<file path="src/inc/atcc_pkg.sv">
// package of the adjustable time counter with capture
// assumes a simple register port with word offsets and single-cycle strobes
package atcc_pkg;
    // ============================================================
    // register offsets
    localparam logic [7:0]  OFS_GLB_CFG  = 8'h00;
    localparam logic [7:0]  OFS_WRAP     = 8'h04;
    localparam logic [7:0]  OFS_RATE_ADJ = 8'h08;
    localparam logic [7:0]  OFS_COUNT    = 8'h0C;
    localparam logic [7:0]  OFS_CAP_CFG  = 8'h10;
    localparam logic [7:0]  OFS_CAP_STS  = 8'h14;
    localparam logic [7:0]  OFS_CAP_VAL0 = 8'h18;
    localparam logic [7:0]  OFS_CAP_VALN = 8'h3C;
    // ============================================================
    // field layout and reset values
    localparam int          RUN_BIT      = 0;
    localparam int          NSTEP_LO     = 4;
    localparam int          NSTEP_HI     = 7;
    localparam int          ASTEP_LO     = 8;
    localparam int          ASTEP_HI     = 19;
    localparam int          SYNC_LO      = 10;
    localparam int          SYNC_HI      = 17;
    localparam int          MODE_HI      = 9;
    localparam int          ADJ_HI       = 23;
    localparam int          CAP_VALID_B  = 10;
    localparam int          N_INPUTS     = 8;
    localparam int          N_SLOTS      = 10;
    localparam logic [3:0]  NSTEP_RST    = 4'h5;
    localparam logic [11:0] ASTEP_RST    = 12'h005;
    localparam logic [17:0] CAP_CFG_RST  = 18'h1FC00;
    localparam logic [31:0] COUNT_MAX    = 32'hFFFFFFFF;
    // ============================================================
    // register request bundle
    typedef struct packed {
        logic        wr;
        logic        rd;
        logic [7:0]  addr;
        logic [31:0] wdata;
    } atcc_req_s;
endpackage

</file>
<file path="src/hw/atcc_capture_slot.sv">
// one capture slot: latches the time value on an event
// assumes event is a single-cycle pulse on the same clock
module atcc_capture_slot (
    input  wire logic        ref_clk_in,
    input  wire logic        rst_b_in,
    input  wire logic        event_in,
    input  wire logic        first_hit_mode_in,
    input  wire logic        clear_in,
    input  wire logic [31:0] count_in,
    output logic      [31:0] value_out,
    output logic             valid_out
);
    // ============================================================
    // capture decision
    wire take = event_in & (~first_hit_mode_in | ~valid_out | clear_in);
    // a clear in the same cycle as a new first-hit mode hit keeps the flag set
    wire next_valid = (event_in & first_hit_mode_in) | (valid_out & ~clear_in);

    always_ff @(posedge ref_clk_in or negedge rst_b_in) begin
        if (!rst_b_in) begin
            value_out <= 32'h00000000;
            valid_out <= 1'b0;
        end else begin
            if (take) begin
                value_out <= count_in;
            end
            valid_out <= next_valid;
        end
    end

    // ============================================================
    // checks
    AST_CONT_NO_STATUS: assert property (@(posedge ref_clk_in) disable iff (!rst_b_in)
        (event_in && !first_hit_mode_in && !valid_out) |=> (!valid_out && value_out == $past(count_in)))
        else $error("continuous capture wrong");
    AST_FIRST_HOLD: assert property (@(posedge ref_clk_in) disable iff (!rst_b_in)
        (valid_out && first_hit_mode_in && !clear_in) |=> (valid_out && $stable(value_out)))
        else $error("first-hit value not held");
    AST_FIRST_SET: assert property (@(posedge ref_clk_in) disable iff (!rst_b_in)
        (event_in && first_hit_mode_in && !valid_out) |=> (valid_out && value_out == $past(count_in)))
        else $error("first hit not latched");
endmodule // atcc_capture_slot

</file>
<file path="src/hw/atcc_timer.sv">
// adjustable time counter with wrap flag and ten capture slots
// assumes one register request per cycle; read data is valid the cycle after rd
// Operation
// - on rollover from all ones, set sticky wrap flag and keep counting
// - add normal or adjusted step to the 32-bit count every rising clock edge while run is set and the count is not written
// - while rate-adjust count nonzero use adjusted step and decrement it
// - rate-adjust count zero means normal step
// - reading rate-adjust returns the live remaining count
// - sync-enable bits 17..10, one per input, reset 7Fh
// - continuous mode captures every event without setting status
// - first-hit mode latches first event, sets status, holds until cleared
// - mode bits 5..0 rise0-5, 6 rise6, 7 fall6, 8 rise7, 9 fall7
// - run bit zero holds the count, one lets it count
// - normal step bits 7..4, adjusted step bits 19..8, both reset 5h
module atcc_timer (
    input  wire logic                      ref_clk_in,
    input  wire logic                      rst_b_in,
    input  wire atcc_pkg::atcc_req_s       reg_req_in,
    input  wire logic [7:0]                cap_in,
    output logic      [31:0]               reg_rdata_out
);
    // ============================================================
    // registers
    logic                 run;
    logic [3:0]           normal_step;
    logic [11:0]          adjusted_step;
    logic                 wrap_flag;
    logic [23:0]          rate_adjust;
    logic [31:0]          time_count;
    logic [17:0]          capture_setup;

    // ============================================================
    // address decode
    wire hit_cfg   = reg_req_in.addr == atcc_pkg::OFS_GLB_CFG;
    wire hit_wrap  = reg_req_in.addr == atcc_pkg::OFS_WRAP;
    wire hit_adj   = reg_req_in.addr == atcc_pkg::OFS_RATE_ADJ;
    wire hit_cnt   = reg_req_in.addr == atcc_pkg::OFS_COUNT;
    wire hit_ccfg  = reg_req_in.addr == atcc_pkg::OFS_CAP_CFG;
    wire hit_csts  = reg_req_in.addr == atcc_pkg::OFS_CAP_STS;
    wire hit_cval  = (reg_req_in.addr >= atcc_pkg::OFS_CAP_VAL0)
                   && (reg_req_in.addr <= atcc_pkg::OFS_CAP_VALN)
                   && (reg_req_in.addr[1:0] == 2'h0);
    wire wr_cfg    = reg_req_in.wr & hit_cfg;
    wire wr_wrap   = reg_req_in.wr & hit_wrap;
    wire wr_adj    = reg_req_in.wr & hit_adj;
    wire wr_cnt    = reg_req_in.wr & hit_cnt;
    wire wr_ccfg   = reg_req_in.wr & hit_ccfg;
    wire rd_csts   = reg_req_in.rd & hit_csts;
    wire [7:0] val_ofs = reg_req_in.addr - atcc_pkg::OFS_CAP_VAL0;
    wire [3:0] val_idx = val_ofs[5:2];

    // ============================================================
    // counter datapath
    wire        adj_active = rate_adjust != 24'h000000;
    wire [31:0] step       = adj_active ? {20'h00000, adjusted_step}
                                        : {28'h0000000, normal_step};
    wire [32:0] sum        = {1'b0, time_count} + {1'b0, step};
    wire        wrapped    = run & ~wr_cnt & sum[32];
    wire [31:0] next_count = wr_cnt ? (time_count & ~reg_req_in.wdata)
                           : run    ? sum[31:0]
                                    : time_count;
    // the hardware set wins over a software clear in the same cycle
    wire next_wrap = wrapped | (wrap_flag & ~(wr_wrap & reg_req_in.wdata[0]));
    wire [23:0] next_adj = wr_adj     ? reg_req_in.wdata[atcc_pkg::ADJ_HI:0]
                         : adj_active ? rate_adjust - 24'h000001
                                      : rate_adjust;

    always_ff @(posedge ref_clk_in or negedge rst_b_in) begin
        if (!rst_b_in) begin
            time_count  <= 32'h00000000;
            wrap_flag   <= 1'b0;
            rate_adjust <= 24'h000000;
        end else begin
            time_count  <= next_count;
            wrap_flag   <= next_wrap;
            rate_adjust <= next_adj;
        end
    end

    // ============================================================
    // configuration registers
    always_ff @(posedge ref_clk_in or negedge rst_b_in) begin
        if (!rst_b_in) begin
            run           <= 1'b0;
            normal_step   <= atcc_pkg::NSTEP_RST;
            adjusted_step <= atcc_pkg::ASTEP_RST;
            capture_setup <= atcc_pkg::CAP_CFG_RST;
        end else begin
            if (wr_cfg) begin
                run           <= reg_req_in.wdata[atcc_pkg::RUN_BIT];
                normal_step   <= reg_req_in.wdata[atcc_pkg::NSTEP_HI:atcc_pkg::NSTEP_LO];
                adjusted_step <= reg_req_in.wdata[atcc_pkg::ASTEP_HI:atcc_pkg::ASTEP_LO];
            end
            if (wr_ccfg) begin
                capture_setup <= reg_req_in.wdata[atcc_pkg::SYNC_HI:0];
            end
        end
    end

    // ============================================================
    // capture inputs: optional three-stage synchroniser
    wire [7:0] sync_en = capture_setup[atcc_pkg::SYNC_HI:atcc_pkg::SYNC_LO];
    wire [9:0] mode    = capture_setup[atcc_pkg::MODE_HI:0];
    wire [7:0] level;
    wire [7:0] rise;
    wire [7:0] fall;

    genvar gi;
    generate
        for (gi = 0; gi < atcc_pkg::N_INPUTS; gi = gi + 1) begin : g_in
            logic sync_s1;
            logic sync_s2;
            logic sync_s3;
            logic filt;
            logic raw_q;
            logic prev;
            // raw path exists for inputs already on this clock; async use is unsafe
            assign level[gi] = sync_en[gi] ? filt : raw_q;
            assign rise[gi]  = level[gi] & ~prev;
            assign fall[gi]  = ~level[gi] & prev;
            always_ff @(posedge ref_clk_in or negedge rst_b_in) begin
                if (!rst_b_in) begin
                    sync_s1 <= 1'b0;
                    sync_s2 <= 1'b0;
                    sync_s3 <= 1'b0;
                    filt    <= 1'b0;
                    raw_q   <= 1'b0;
                    prev    <= 1'b0;
                end else begin
                    sync_s1 <= cap_in[gi];
                    sync_s2 <= sync_s1;
                    sync_s3 <= sync_s2;
                    if (sync_s2 == sync_s3) begin
                        filt <= sync_s3;
                    end
                    raw_q   <= cap_in[gi];
                    prev    <= level[gi];
                end
            end
            AST_RAW_FOLLOW: assert property (
                @(posedge ref_clk_in) disable iff (!rst_b_in)
                (!sync_en[gi] && !wr_ccfg) |=> level[gi] == $past(cap_in[gi]))
                else $error("unsynchronised input not passed through one flop");
            AST_SYNC_FILTER: assert property (
                @(posedge ref_clk_in) disable iff (!rst_b_in)
                (sync_en[gi] && !wr_ccfg && $past(rst_b_in, 3)
                    && $past(cap_in[gi], 2) == $past(cap_in[gi], 3))
                |=> level[gi] == $past(cap_in[gi], 4))
                else $error("synchronised input not taken after agreement");
        end
    endgenerate

    // ============================================================
    // capture slots: rise0-5, rise6, fall6, rise7, fall7
    wire [9:0]  slot_event = {fall[7], rise[7], fall[6], rise[6], rise[5:0]};
    logic [9:0]  slot_valid;
    logic [31:0] slot_value [atcc_pkg::N_SLOTS];

    generate
        for (gi = 0; gi < atcc_pkg::N_SLOTS; gi = gi + 1) begin : g_slot
            atcc_capture_slot u_slot (
                .ref_clk_in        (ref_clk_in),
                .rst_b_in          (rst_b_in),
                .event_in          (slot_event[gi]),
                .first_hit_mode_in (mode[gi]),
                .clear_in          (rd_csts),
                .count_in          (time_count),
                .value_out         (slot_value[gi]),
                .valid_out         (slot_valid[gi])
            );
        end
    endgenerate

    // ============================================================
    // read mux
    wire [31:0] cap_sts  = {8'h00, level, 5'h00, |slot_valid, slot_valid};
    wire [31:0] cfg_word = {12'h000, adjusted_step, normal_step, 3'h0, run};
    wire [31:0] val_word = (val_idx < 4'(atcc_pkg::N_SLOTS)) ? slot_value[val_idx] : 32'h00000000;
    wire [31:0] next_rdata =
          hit_cfg  ? cfg_word
        : hit_wrap ? {31'h00000000, wrap_flag}
        : hit_adj  ? {8'h00, rate_adjust}
        : hit_cnt  ? time_count
        : hit_ccfg ? {14'h0000, capture_setup}
        : hit_csts ? cap_sts
        : hit_cval ? val_word
                   : 32'h00000000;

    always_ff @(posedge ref_clk_in or negedge rst_b_in) begin
        if (!rst_b_in) begin
            reg_rdata_out <= 32'h00000000;
        end else if (reg_req_in.rd) begin
            reg_rdata_out <= next_rdata;
        end
    end

    // ============================================================
    // checks
    AST_WRAP_SET: assert property (@(posedge ref_clk_in) disable iff (!rst_b_in)
        (run && !wr_cnt && time_count == atcc_pkg::COUNT_MAX && step != 32'h0)
        |=> (wrap_flag && time_count == $past(step) - 32'h1))
        else $error("rollover did not set wrap flag");
    AST_STEP_ADD: assert property (@(posedge ref_clk_in) disable iff (!rst_b_in)
        (run && !wr_cnt) |=> time_count == $past(time_count) + $past(step))
        else $error("count did not advance by step");
    AST_ADJ_DEC: assert property (@(posedge ref_clk_in) disable iff (!rst_b_in)
        (adj_active && !wr_adj) |=> rate_adjust == $past(rate_adjust) - 24'h1)
        else $error("rate-adjust count not decremented");
    AST_ADJ_STEP: assert property (@(posedge ref_clk_in) disable iff (!rst_b_in)
        (adj_active && run && !wr_cnt)
        |=> time_count == $past(time_count) + {20'h00000, $past(adjusted_step)})
        else $error("adjusted step not used");
    AST_NORM_STEP: assert property (@(posedge ref_clk_in) disable iff (!rst_b_in)
        (!adj_active && run && !wr_cnt)
        |=> time_count == $past(time_count) + {28'h0000000, $past(normal_step)})
        else $error("normal step not used");
    AST_ADJ_READ: assert property (@(posedge ref_clk_in) disable iff (!rst_b_in)
        (reg_req_in.rd && hit_adj) |=> reg_rdata_out == {8'h00, $past(rate_adjust)})
        else $error("rate-adjust read not live");
    AST_HOLD: assert property (@(posedge ref_clk_in) disable iff (!rst_b_in)
        (!run && !wr_cnt) |=> $stable(time_count))
        else $error("stopped counter moved");
    AST_W1C: assert property (@(posedge ref_clk_in) disable iff (!rst_b_in)
        wr_cnt |=> time_count == ($past(time_count) & ~$past(reg_req_in.wdata)))
        else $error("count write not bitwise clear");
    AST_RST_VAL: assert property (@(posedge ref_clk_in) disable iff (!rst_b_in)
        !$past(rst_b_in) |-> (normal_step == atcc_pkg::NSTEP_RST
                               && adjusted_step == atcc_pkg::ASTEP_RST
                               && capture_setup == atcc_pkg::CAP_CFG_RST))
        else $error("reset values wrong");

    // ============================================================
    // checks: wrap flag and rate adjust
    AST_WRAP_STICKY: assert property (@(posedge ref_clk_in) disable iff (!rst_b_in)
        (wrap_flag && !(wr_wrap && reg_req_in.wdata[0])) |=> wrap_flag)
        else $error("wrap flag not sticky");
    AST_WRAP_CLEAR: assert property (@(posedge ref_clk_in) disable iff (!rst_b_in)
        (wr_wrap && reg_req_in.wdata[0] && !wrapped) |=> !wrap_flag)
        else $error("wrap flag not cleared by writing one");
    AST_WRAP_QUIET: assert property (@(posedge ref_clk_in) disable iff (!rst_b_in)
        (!wrap_flag && !wrapped) |=> !wrap_flag)
        else $error("wrap flag set without rollover");
    AST_WRAP_ROLL: assert property (@(posedge ref_clk_in) disable iff (!rst_b_in)
        wrapped |=> wrap_flag)
        else $error("rollover lost");
    AST_STOP_NO_WRAP: assert property (@(posedge ref_clk_in) disable iff (!rst_b_in)
        (!run && !wr_wrap) |=> $stable(wrap_flag))
        else $error("stopped counter changed wrap flag");
    AST_ADJ_LOAD: assert property (@(posedge ref_clk_in) disable iff (!rst_b_in)
        wr_adj |=> rate_adjust == $past(reg_req_in.wdata[atcc_pkg::ADJ_HI:0]))
        else $error("rate-adjust write not loaded");
    AST_ADJ_IDLE: assert property (@(posedge ref_clk_in) disable iff (!rst_b_in)
        (!adj_active && !wr_adj) |=> rate_adjust == 24'h000000)
        else $error("rate-adjust count left zero by itself");
    AST_ADJ_DOWN: assert property (@(posedge ref_clk_in) disable iff (!rst_b_in)
        !wr_adj |=> rate_adjust <= $past(rate_adjust))
        else $error("rate-adjust count grew without a write");

    // ============================================================
    // checks: register reads and writes
    AST_CFG_WRITE: assert property (@(posedge ref_clk_in) disable iff (!rst_b_in)
        wr_cfg |=> (normal_step == $past(reg_req_in.wdata[atcc_pkg::NSTEP_HI:atcc_pkg::NSTEP_LO])
            && adjusted_step == $past(reg_req_in.wdata[atcc_pkg::ASTEP_HI:atcc_pkg::ASTEP_LO])))
        else $error("configuration write not stored");
    AST_RUN_WRITE: assert property (@(posedge ref_clk_in) disable iff (!rst_b_in)
        wr_cfg |=> run == $past(reg_req_in.wdata[atcc_pkg::RUN_BIT]))
        else $error("run bit write not stored");
    AST_CFG_READ: assert property (@(posedge ref_clk_in) disable iff (!rst_b_in)
        (reg_req_in.rd && hit_cfg)
        |=> (reg_rdata_out[atcc_pkg::NSTEP_HI:atcc_pkg::NSTEP_LO] == $past(normal_step)
            && reg_rdata_out[atcc_pkg::ASTEP_HI:atcc_pkg::ASTEP_LO] == $past(adjusted_step)
            && reg_rdata_out[atcc_pkg::RUN_BIT] == $past(run)))
        else $error("configuration read wrong");
    AST_CNT_READ: assert property (@(posedge ref_clk_in) disable iff (!rst_b_in)
        (reg_req_in.rd && hit_cnt) |=> reg_rdata_out == $past(time_count))
        else $error("count read wrong");
    AST_WRAP_READ: assert property (@(posedge ref_clk_in) disable iff (!rst_b_in)
        (reg_req_in.rd && hit_wrap) |=> reg_rdata_out == {31'h00000000, $past(wrap_flag)})
        else $error("wrap flag read wrong");
    AST_CCFG_WRITE: assert property (@(posedge ref_clk_in) disable iff (!rst_b_in)
        wr_ccfg |=> capture_setup == $past(reg_req_in.wdata[atcc_pkg::SYNC_HI:0]))
        else $error("capture setup write not stored");
    AST_CCFG_READ: assert property (@(posedge ref_clk_in) disable iff (!rst_b_in)
        (reg_req_in.rd && hit_ccfg) |=> reg_rdata_out == {14'h0000, $past(capture_setup)})
        else $error("capture setup read wrong");

    // ============================================================
    // checks: capture status and values
    AST_STS_READ: assert property (@(posedge ref_clk_in) disable iff (!rst_b_in)
        (reg_req_in.rd && hit_csts) |=> reg_rdata_out
            == {8'h00, $past(level), 5'h00, |$past(slot_valid), $past(slot_valid)})
        else $error("capture status read wrong");
    AST_STS_CLEAR: assert property (@(posedge ref_clk_in) disable iff (!rst_b_in)
        (rd_csts && slot_event == 10'h000) |=> slot_valid == 10'h000)
        else $error("status read did not clear valid bits");
    AST_CONT_NO_FLAG: assert property (@(posedge ref_clk_in) disable iff (!rst_b_in)
        (slot_valid == 10'h000 && !wr_ccfg) |=> (slot_valid & ~mode) == 10'h000)
        else $error("continuous slot set its status");
    AST_VAL_READ: assert property (@(posedge ref_clk_in) disable iff (!rst_b_in)
        (reg_req_in.rd && hit_cval && val_idx < 4'(atcc_pkg::N_SLOTS))
        |=> reg_rdata_out == $past(slot_value[val_idx]))
        else $error("capture value read wrong");
endmodule // atcc_timer

</file>
<file path="config.mk">
export PLATFORM = sky130hd
export DESIGN_NAME = atcc_timer
export DESIGN_NICKNAME = d
export VERILOG_FILES = /design/src/inc/atcc_pkg.sv /design/src/hw/atcc_capture_slot.sv /design/src/hw/atcc_timer.sv
export SDC_FILE = /design/constraint.sdc
export NUM_CORES = 1
export LEC_CHECK = 0
export ABC_AREA = 1
export BUFFER_PORTS_ARGS = -buffer_cell sky130_fd_sc_hd__buf_4
export CAP_MARGIN = 20
export CORE_MARGIN = 3
export CORE_UTILIZATION = 50
export CTS_CLUSTER_SIZE = 16
export DETAILED_ROUTE_END_ITERATION = 8
export PLACE_DENSITY = 0.67
export SYNTH_ARGS = -nofsm -noshare
export SYNTH_HDL_FRONTEND = slang
export SYNTH_SLANG_ARGS = --single-unit
</file>
<file path="constraint.sdc">
create_clock -name ref_clk_in -period 3.7 [get_ports ref_clk_in]
set_input_delay 0.37 -clock ref_clk_in [delete_from_list [all_inputs] [get_ports ref_clk_in]]
set_output_delay 0.37 -clock ref_clk_in [all_outputs]
set_load 0.01 [all_outputs]
</file>
==> results of run 1 <==
[flip-flops by register name, summed over array words and instances (netlist names)]
register and flops:
reg_rdata_out 32, time_count 32, g_in.raw_q 8, g_in.filt 8
g_slot.u_slot.valid_out 10, wrap_flag 1, run 1, g_in.prev 8
g_in.sync_s2 8, normal_step 4, g_in.sync_s3 8, adjusted_step 12
g_slot.u_slot.value_out 320, capture_setup 18, rate_adjust 24
[cell usage after synthesis, drive strengths merged, types with 21 or more instances]
master  instances
dfrtp         483
a21oi          97
nand2         805
nor2          238
nand3          73
a22oi          34
clkbuf        103
o21ai         502
inv           202
buf            61
o22ai          72
nor3           21
[kinds of logic (layout without fill, tap and decap cells)]
| kind of cell | Yosys count | after routing | synth area share, % |
|---|---|---|---|
| xor+xnor | 22 | 22 | 0.8289 |
| compound gates | 751 | 751 | 17.81 |
| other cells | 0 | 2 | 0 |
| flops | 494 | 494 | 53.24 |
| mux | 1 | 1 | 0.04306 |
| buf+inv | 369 | 454 | 6.384 |
| fa+ha+maj | 24 | 24 | 1.238 |
| simple gates | 1172 | 1172 | 20.46 |
[where the power goes]
group          switching [mW]  internal, mW
Combinational            1.51         0.745
Sequential              0.491          6.10
Clock                    2.28          3.43
[final timing paths]
path | endpoint | from | slack [ns] | cells past startpoint
min | rate_adjust[18]$_DFFE_PN0P_ | reg_req_in[18] | 0.05 | 3
max reg2reg | time_count[26]$_DFFE_PN0P_ | rate_adjust[13]$_DFFE_PN0P_ | 0.36 | 21
max in group asynchronous | rate_adjust[12]$_DFFE_PN0P_ | rst_b_in | 2.45 | 3
min in group asynchronous | g_slot[0].u_slot.value_out[23]$_DFFE_PN0P_ | rst_b_in | 0.18 | 2
max | time_count[26]$_DFFE_PN0P_ | rate_adjust[13]$_DFFE_PN0P_ | 0.36 | 21
min reg2reg | g_in[2].sync_s2$_DFF_PN0_ | g_in[2].raw_q$_DFF_PN0_ | 0.37 | 0
[stage by stage]
step,hold WS (ns),utilization (%)
2_1_floorplan,0.07441,-
3_3_place_gp,0.2104,53.55
3_5_place_dp,0.2091,53.61
4_1_cts,0.03065,57.95
5_1_grt,0.06361,58.04
6_report,0.05010,58.05
[cell type report]
cell class / count / share of cell area [%]
clock inverter: 25 / 1.463
timing repair buffer: 153 / 4.880
sequential: 494 / 46.68
clock buffer: 71 / 5.559
multi-input combinational: 1970 / 35.64
tap: 600 / 2.832
antenna: 2 / 0.01888
inverter: 205 / 2.931
[metal layers]
metal,global-route usage (%),routed length (µm),part of all wire (%),vias up
met5,0,0,0,-
met4,11.58,2846,3.7,0
li1,-,-,-,9439
met1,44.08,32880,43,10020
met2,46.96,34180,45,903
met3,5.097,6361,8.3,158
[tightest hold or removal path, delay by kind of cell]
kind	cells	cell delay (ns)
buffers and inverters	2	0.16
AO/OA/AOI/OAI	1	0.09
[repair_timing]
item / in CTS / in global routing
gates resized for setup: 0 / 4
hold endpoints to repair: 90 / 0
setup buffers: 0 / 1
setup endpoints to repair: 0 / 8
hold buffers: 12 / 0
==> out/metrics.cfg, run 1 <==
[outcome]
status=completed

[synth]
synth-edff-count=0
synth_top_area_cell=dfrtp_1
synthTopCellsByArea=dfrtp_1 52%, nand2_1 13%, o21ai_0 7.9%
ys_warn_count=0
synth-main-ff-cell=dfrtp_1
yosysTopAreaCellShare_pct=52.00
avgSynthCellArea_um2=8.205
netlist_instances=2833
async_flop_share_pct=100.0
syn_nets=2901
synth_area_mm2=0.02324
yosys.cell_types.count=56
ys_ff_latch=494
yosysSeqAreaShare_pct=53.24

[setup_path]
cpPeakStageDelay_ns=0.44
crit_required_ns=4.20
critical_path_class=reg -> reg
critPathBufInv=5
path_delay_family=simple AND/OR/NAND/NOR gates
endpoint_kind=flip-flop
arrival_ns=3.84
critPathLaunchType=flip-flop
path_max_fanout=7
path_cells=nor2_1 > nand2_1 > nor2_1 > nand3_1 > inv_1 > nand2_1 > nand2_1 > ha_1 > inv_1 > fa_1 > inv_1 > nand3_1 > nand3_1 > a21boi_1 > o21ai_1 > buf_4 > nand3_1 > o21ai_1 > nand2_1 > o21ai_1 > inv_1
crit_path_top_delay_cell=dfrtp_1

[timing]
rsz0062_at_grt=false
setup_violations=0
fin_crit_ns=3.337
fin_skew_ns=0.02480
final_max_slew_viol_count=0
slew_headroom_pct=29.76
max_freq_mhz=299.7
fin_ws_ns=0.3628
period_share_pct=90.19
worst_pin_slew_ns=1.051
tns_ns=0
hold_viol_final=0

[final_layout]
final_cell_mix=796 x nand2_1, 483 x dfrtp_1, 366 x o21ai_0
drive_above_1_share_pct=10.14
area_growth_pct=14.06
fin_cells=3520
fillers=4134
seqCellArea_mm2=0.01238
layout_commonest_cell=nand2_1
postLayoutCellArea_mm2=0.02651
multi_input_area_mm2=0.009449
fin_nets=2945

[routing]
wl_um=76280
route.detailed.drc=0
wl_per_cell_um=21.67
via_per_inst=5.829
drt_iter0_drc=2152
via_count=20520
drt_first_pass_iters=6
detail-route-antenna-nets=0

[floorplanning]
rows=78
coreArea_mm2=0.04567
start_util_pct=50.89
die_w_um=221.6
dieArea_mm2=0.04911
dieHeight_um=221.6
ios=84

[clocking]
cts_max_level=2
clk_path_buf_depth=3
clockRootBuffer=clkbuf_16
cts_tree=built
insertion_delay_ns=0.62
cts_buffers=53
cts.reportedPaths.clkPinSlew_ns=0.06
clock-sinks=494

[global_route]
grt_pass1_vias=19650
grt_pass1_wl_um=118400
grt_start_max_net_pins=142
antenna_found_initial=1
grt-ovfl-total=0
track_usage_pct=30.65

[place]
gp_congestion=0.9520
io_buffers=83
dpl.cell_count=3408
dpl.hpwl_um=49720
place_ws_ns=0.2803
detailed_place.area_mm2=0.02449

[power_and_ir_drop]
power_mw=14.56
p_leak_nw=12.60
p_per_area_mw_per_mm2=549.2
peakVddDrop_mv=0.4332

[min_path]
hp-class=in -> reg

[job]
cap_violations=0

No activity file was read; power rests on OpenSTA's default activity.
==> run 2, diff against run 1 <==
--- a/config.mk
+++ b/config.mk
@@ -12,7 +12,8 @@
 export CORE_UTILIZATION = 50
 export CTS_CLUSTER_SIZE = 16
 export DETAILED_ROUTE_END_ITERATION = 8
-export PLACE_DENSITY = 0.67
+export PLACE_DENSITY = 0.66
 export SYNTH_ARGS = -nofsm -noshare
 export SYNTH_HDL_FRONTEND = slang
+export SYNTH_HIERARCHICAL = 1
 export SYNTH_SLANG_ARGS = --single-unit
==> out/metrics.cfg, run 2 <==
[synth]
ys_warn_count=6  ; +6
syn_nets=3333  ; +15%
synth_most_common_cell=nand2_1
async_flop_share_pct=100.0  ; unchanged
synth-main-ff-cell=dfrtp_1
ys_ff_latch=494  ; unchanged
synthTopCellsByArea=dfrtp_1 48%, nand2_1 17%, nand3_1 8.1%
synth-edff-count=0  ; unchanged
yosysTopAreaCellShare_pct=47.62  ; -4.4 points
synthTopCellsByCount=1149 x nand2_1, 483 x dfrtp_1, 411 x nand3_1
synth_top_area_cell=dfrtp_1
yosys.cell_types.count=53  ; -5.4%
yosysSeqAreaShare_pct=48.76  ; -4.5 points
avgSynthCellArea_um2=7.774  ; -5.3%
synth_area_mm2=0.02538  ; +9.2%
netlist_instances=3265  ; +15%

[timing]
rsz0062_at_grt=false
tns_ns=0  ; unchanged
period_share_pct=92.99  ; +2.8 points
fin_ws_ns=0.2593  ; -0.1035 ns
setup_violations=0  ; unchanged
fin_crit_ns=3.441  ; +0.1035 ns
max_freq_mhz=290.6  ; -3.0%
whs_ns=0.02612  ; -0.02398 ns
worst_pin_slew_ns=1.098  ; +0.04714 ns
final_max_slew_viol_count=0  ; unchanged
hold_viol_final=0  ; unchanged
slew_headroom_pct=26.71  ; -3.1 points
fin_skew_ns=0.01708  ; -0.007716 ns

[final_layout]
fillers=4588  ; +11%
area_growth_pct=10.62
regMostFlops=g_slot.u_slot/value_out
final_util_pct=56.65  ; -1.4 points
final_cell_mix=1149 x nand2_1, 483 x dfrtp_1, 411 x nand3_1
antenna_cells=0  ; -2
fin_cells=3994  ; +13%
fin_nets=3357  ; +14%
largest_register_ffs=320  ; unchanged
layout_commonest_cell=nand2_1
reg_top3=g_slot.u_slot/value_out (320), reg_rdata_out (32), time_count (32)
drive_above_1_share_pct=10.48  ; +0.34 points

[floorplanning]
dieHeight_um=231.3  ; +4.4%
ios=84  ; unchanged
dieArea_mm2=0.05350  ; +8.9%
coreArea_mm2=0.04956  ; +8.5%
rows=81  ; +3.8%
start_util_pct=51.22  ; +0.32 points
die_w_um=231.3  ; +4.4%

[clocking]
clock-sinks=494  ; unchanged
insertion_delay_ns=0.63  ; about the same
clk_path_buf_depth=3  ; unchanged
cts_buffers=55  ; +3.8%
cts_tree=built
cts_max_level=2  ; unchanged
cts.reportedPaths.clkPinSlew_ns=0.06  ; about the same
cts_setup_buffers=0  ; unchanged
clockRootBuffer=clkbuf_16

[routing]
drt_first_pass_iters=6  ; unchanged
detail-route-antenna-nets=0  ; unchanged
via_count=23390  ; +14%
via_per_inst=5.857  ; +0.47%
wl_um=89840  ; +18%
drt_iter0_drc=3078  ; +43%
route.detailed.drc=0  ; unchanged
wl_per_cell_um=22.49  ; +3.8%

[job]
cap_violations=0  ; unchanged

[global_route]
track_usage_pct=33.49  ; +2.8 points
grt_pass1_wl_um=138000  ; +17%
grt_pass1_vias=22830  ; +16%
antenna_found_initial=0  ; -1
grt_start_max_net_pins=106  ; -25%
grt-ovfl-total=0  ; unchanged

[setup_path]
arrival_ns=3.96  ; +0.12 ns
critPathLaunchType=flip-flop
rr_worst_depth=24  ; +14%
endpoint_kind=flip-flop
crit_required_ns=4.22  ; +0.02 ns
path_max_fanout=4  ; -3
critical_path_class=reg -> reg

[place]
io_buffers=83  ; unchanged
dpl.cell_count=3887  ; +14%
dpl.hpwl_um=57880  ; +16%
gp_congestion=0.9411  ; -1.1%
place_ws_ns=0.3636  ; +0.08333 ns

[outcome]
status=completed

[power_and_ir_drop]
p_per_area_mw_per_mm2=531.2  ; -3.3%
peakVddDrop_mv=0.3470  ; -20%
p_leak_nw=14.49  ; +15%

[min_path]
whs_path_depth=2  ; -1
hp-class=in -> reg

[run 2: logic make-up after synthesis]
family | count (synthesis) | share of synthesized area [%]
AO/OA/AOI/OAI | 398 | 9.218
XOR/XNOR | 19 | 0.6852
flip-flops | 494 | 48.76
AND/OR/NAND/NOR | 1925 | 32.27
buffers and inverters | 405 | 7.937
adder cells (fa/ha/maj) | 24 | 1.134
[run 2: metrics by stage]
stage | total power, mW | cell area, µm²
floorplan | 8.529 | 25380
global placement | 9.496 | 26280
detailed placement | 9.580 | 26280
CTS | 14.91 | 28070
global route | 15.61 | 28080
finish | 14.91 | 28080
[run 2: critical path, cell delays in order (launching register included)]
cell and delay (ns):
dfrtp_1 0.40, inv_1 0.12, ha_1 0.16, inv_1 0.05
nor4_1 0.31, nand3_1 0.17, inv_1 0.13, nand2_1 0.06
nand2_1 0.06, ha_1 0.17, inv_1 0.06, fa_1 0.40
inv_1 0.07, nand3_1 0.06, nand2_1 0.18, nand3_1 0.10
nand3_1 0.14, buf_4 0.15, nand2_1 0.05, nor2_1 0.13
nand2_1 0.10, nand2_1 0.08, nand3_1 0.06, nand2_1 0.10
inv_1 0.04
[run 2: final cells by class]
class                      instances  area, µm²  share of cell area, %
multi-input combinational       2366      11060                  39.38
timing repair buffer             151       1264                  4.501
clock buffer                      86       1574                  5.606
tap                              664      830.8                  2.959
clock inverter                    12      131.4                 0.4679
sequential                       494      12380                  44.08
inverter                         221      844.6                  3.008
[run 2: timing repair]
action / CTS / global route
hold endpoints to repair: 104 / 0
gates resized for setup: 0 / 1
endpoints found under the setup margin: 0 / 1
hold buffers: 9 / 0
[run 2: path summary, 6_finish.rpt]
path | slack, ns | end | start
max in group asynchronous | 2.15 | capture_setup[15]$_DFFE_PN1P_ | rst_b_in
min in group asynchronous | 0.40 | g_slot[6].u_slot/value_out[25]$_DFFE_PN0P_ | rst_b_in
worst max register to register | 0.26 | time_count[26]$_DFFE_PN0P_ | rate_adjust[0]$_DFFE_PN0P_
worst max-delay path | 0.26 | time_count[26]$_DFFE_PN0P_ | rate_adjust[0]$_DFFE_PN0P_
worst min-delay path | 0.03 | rate_adjust[23]$_DFFE_PN0P_ | reg_req_in[23]
worst min register to register | 0.38 | g_in[7].sync_s2$_DFF_PN0_ | g_in[7].raw_q$_DFF_PN0_
[run 2: per-layer routing]
| metal | global-route usage, % | vias to the layer above | share of wire [%] |
|---|---|---|---|
| met2 | 53.71 | 1152 | 46 |
| li1 | - | 10590 | - |
| met1 | 45.77 | 11470 | 41 |
| met3 | 6.490 | 182 | 9.2 |
| met5 | 0 | - | 0 |
| met4 | 11.58 | 0 | 3.4 |
[run 2: report_power, final]
group | total, mW | leakage, nW | internal [mW] | switching, mW
clock network | 5.32 | 0.829 | 3.05 | 2.28
logic | 2.75 | 7.42 | 0.920 | 1.83
registers | 6.84 | 6.23 | 6.16 | 0.681
total | 14.9 | 14.5 | 10.1 | 4.79
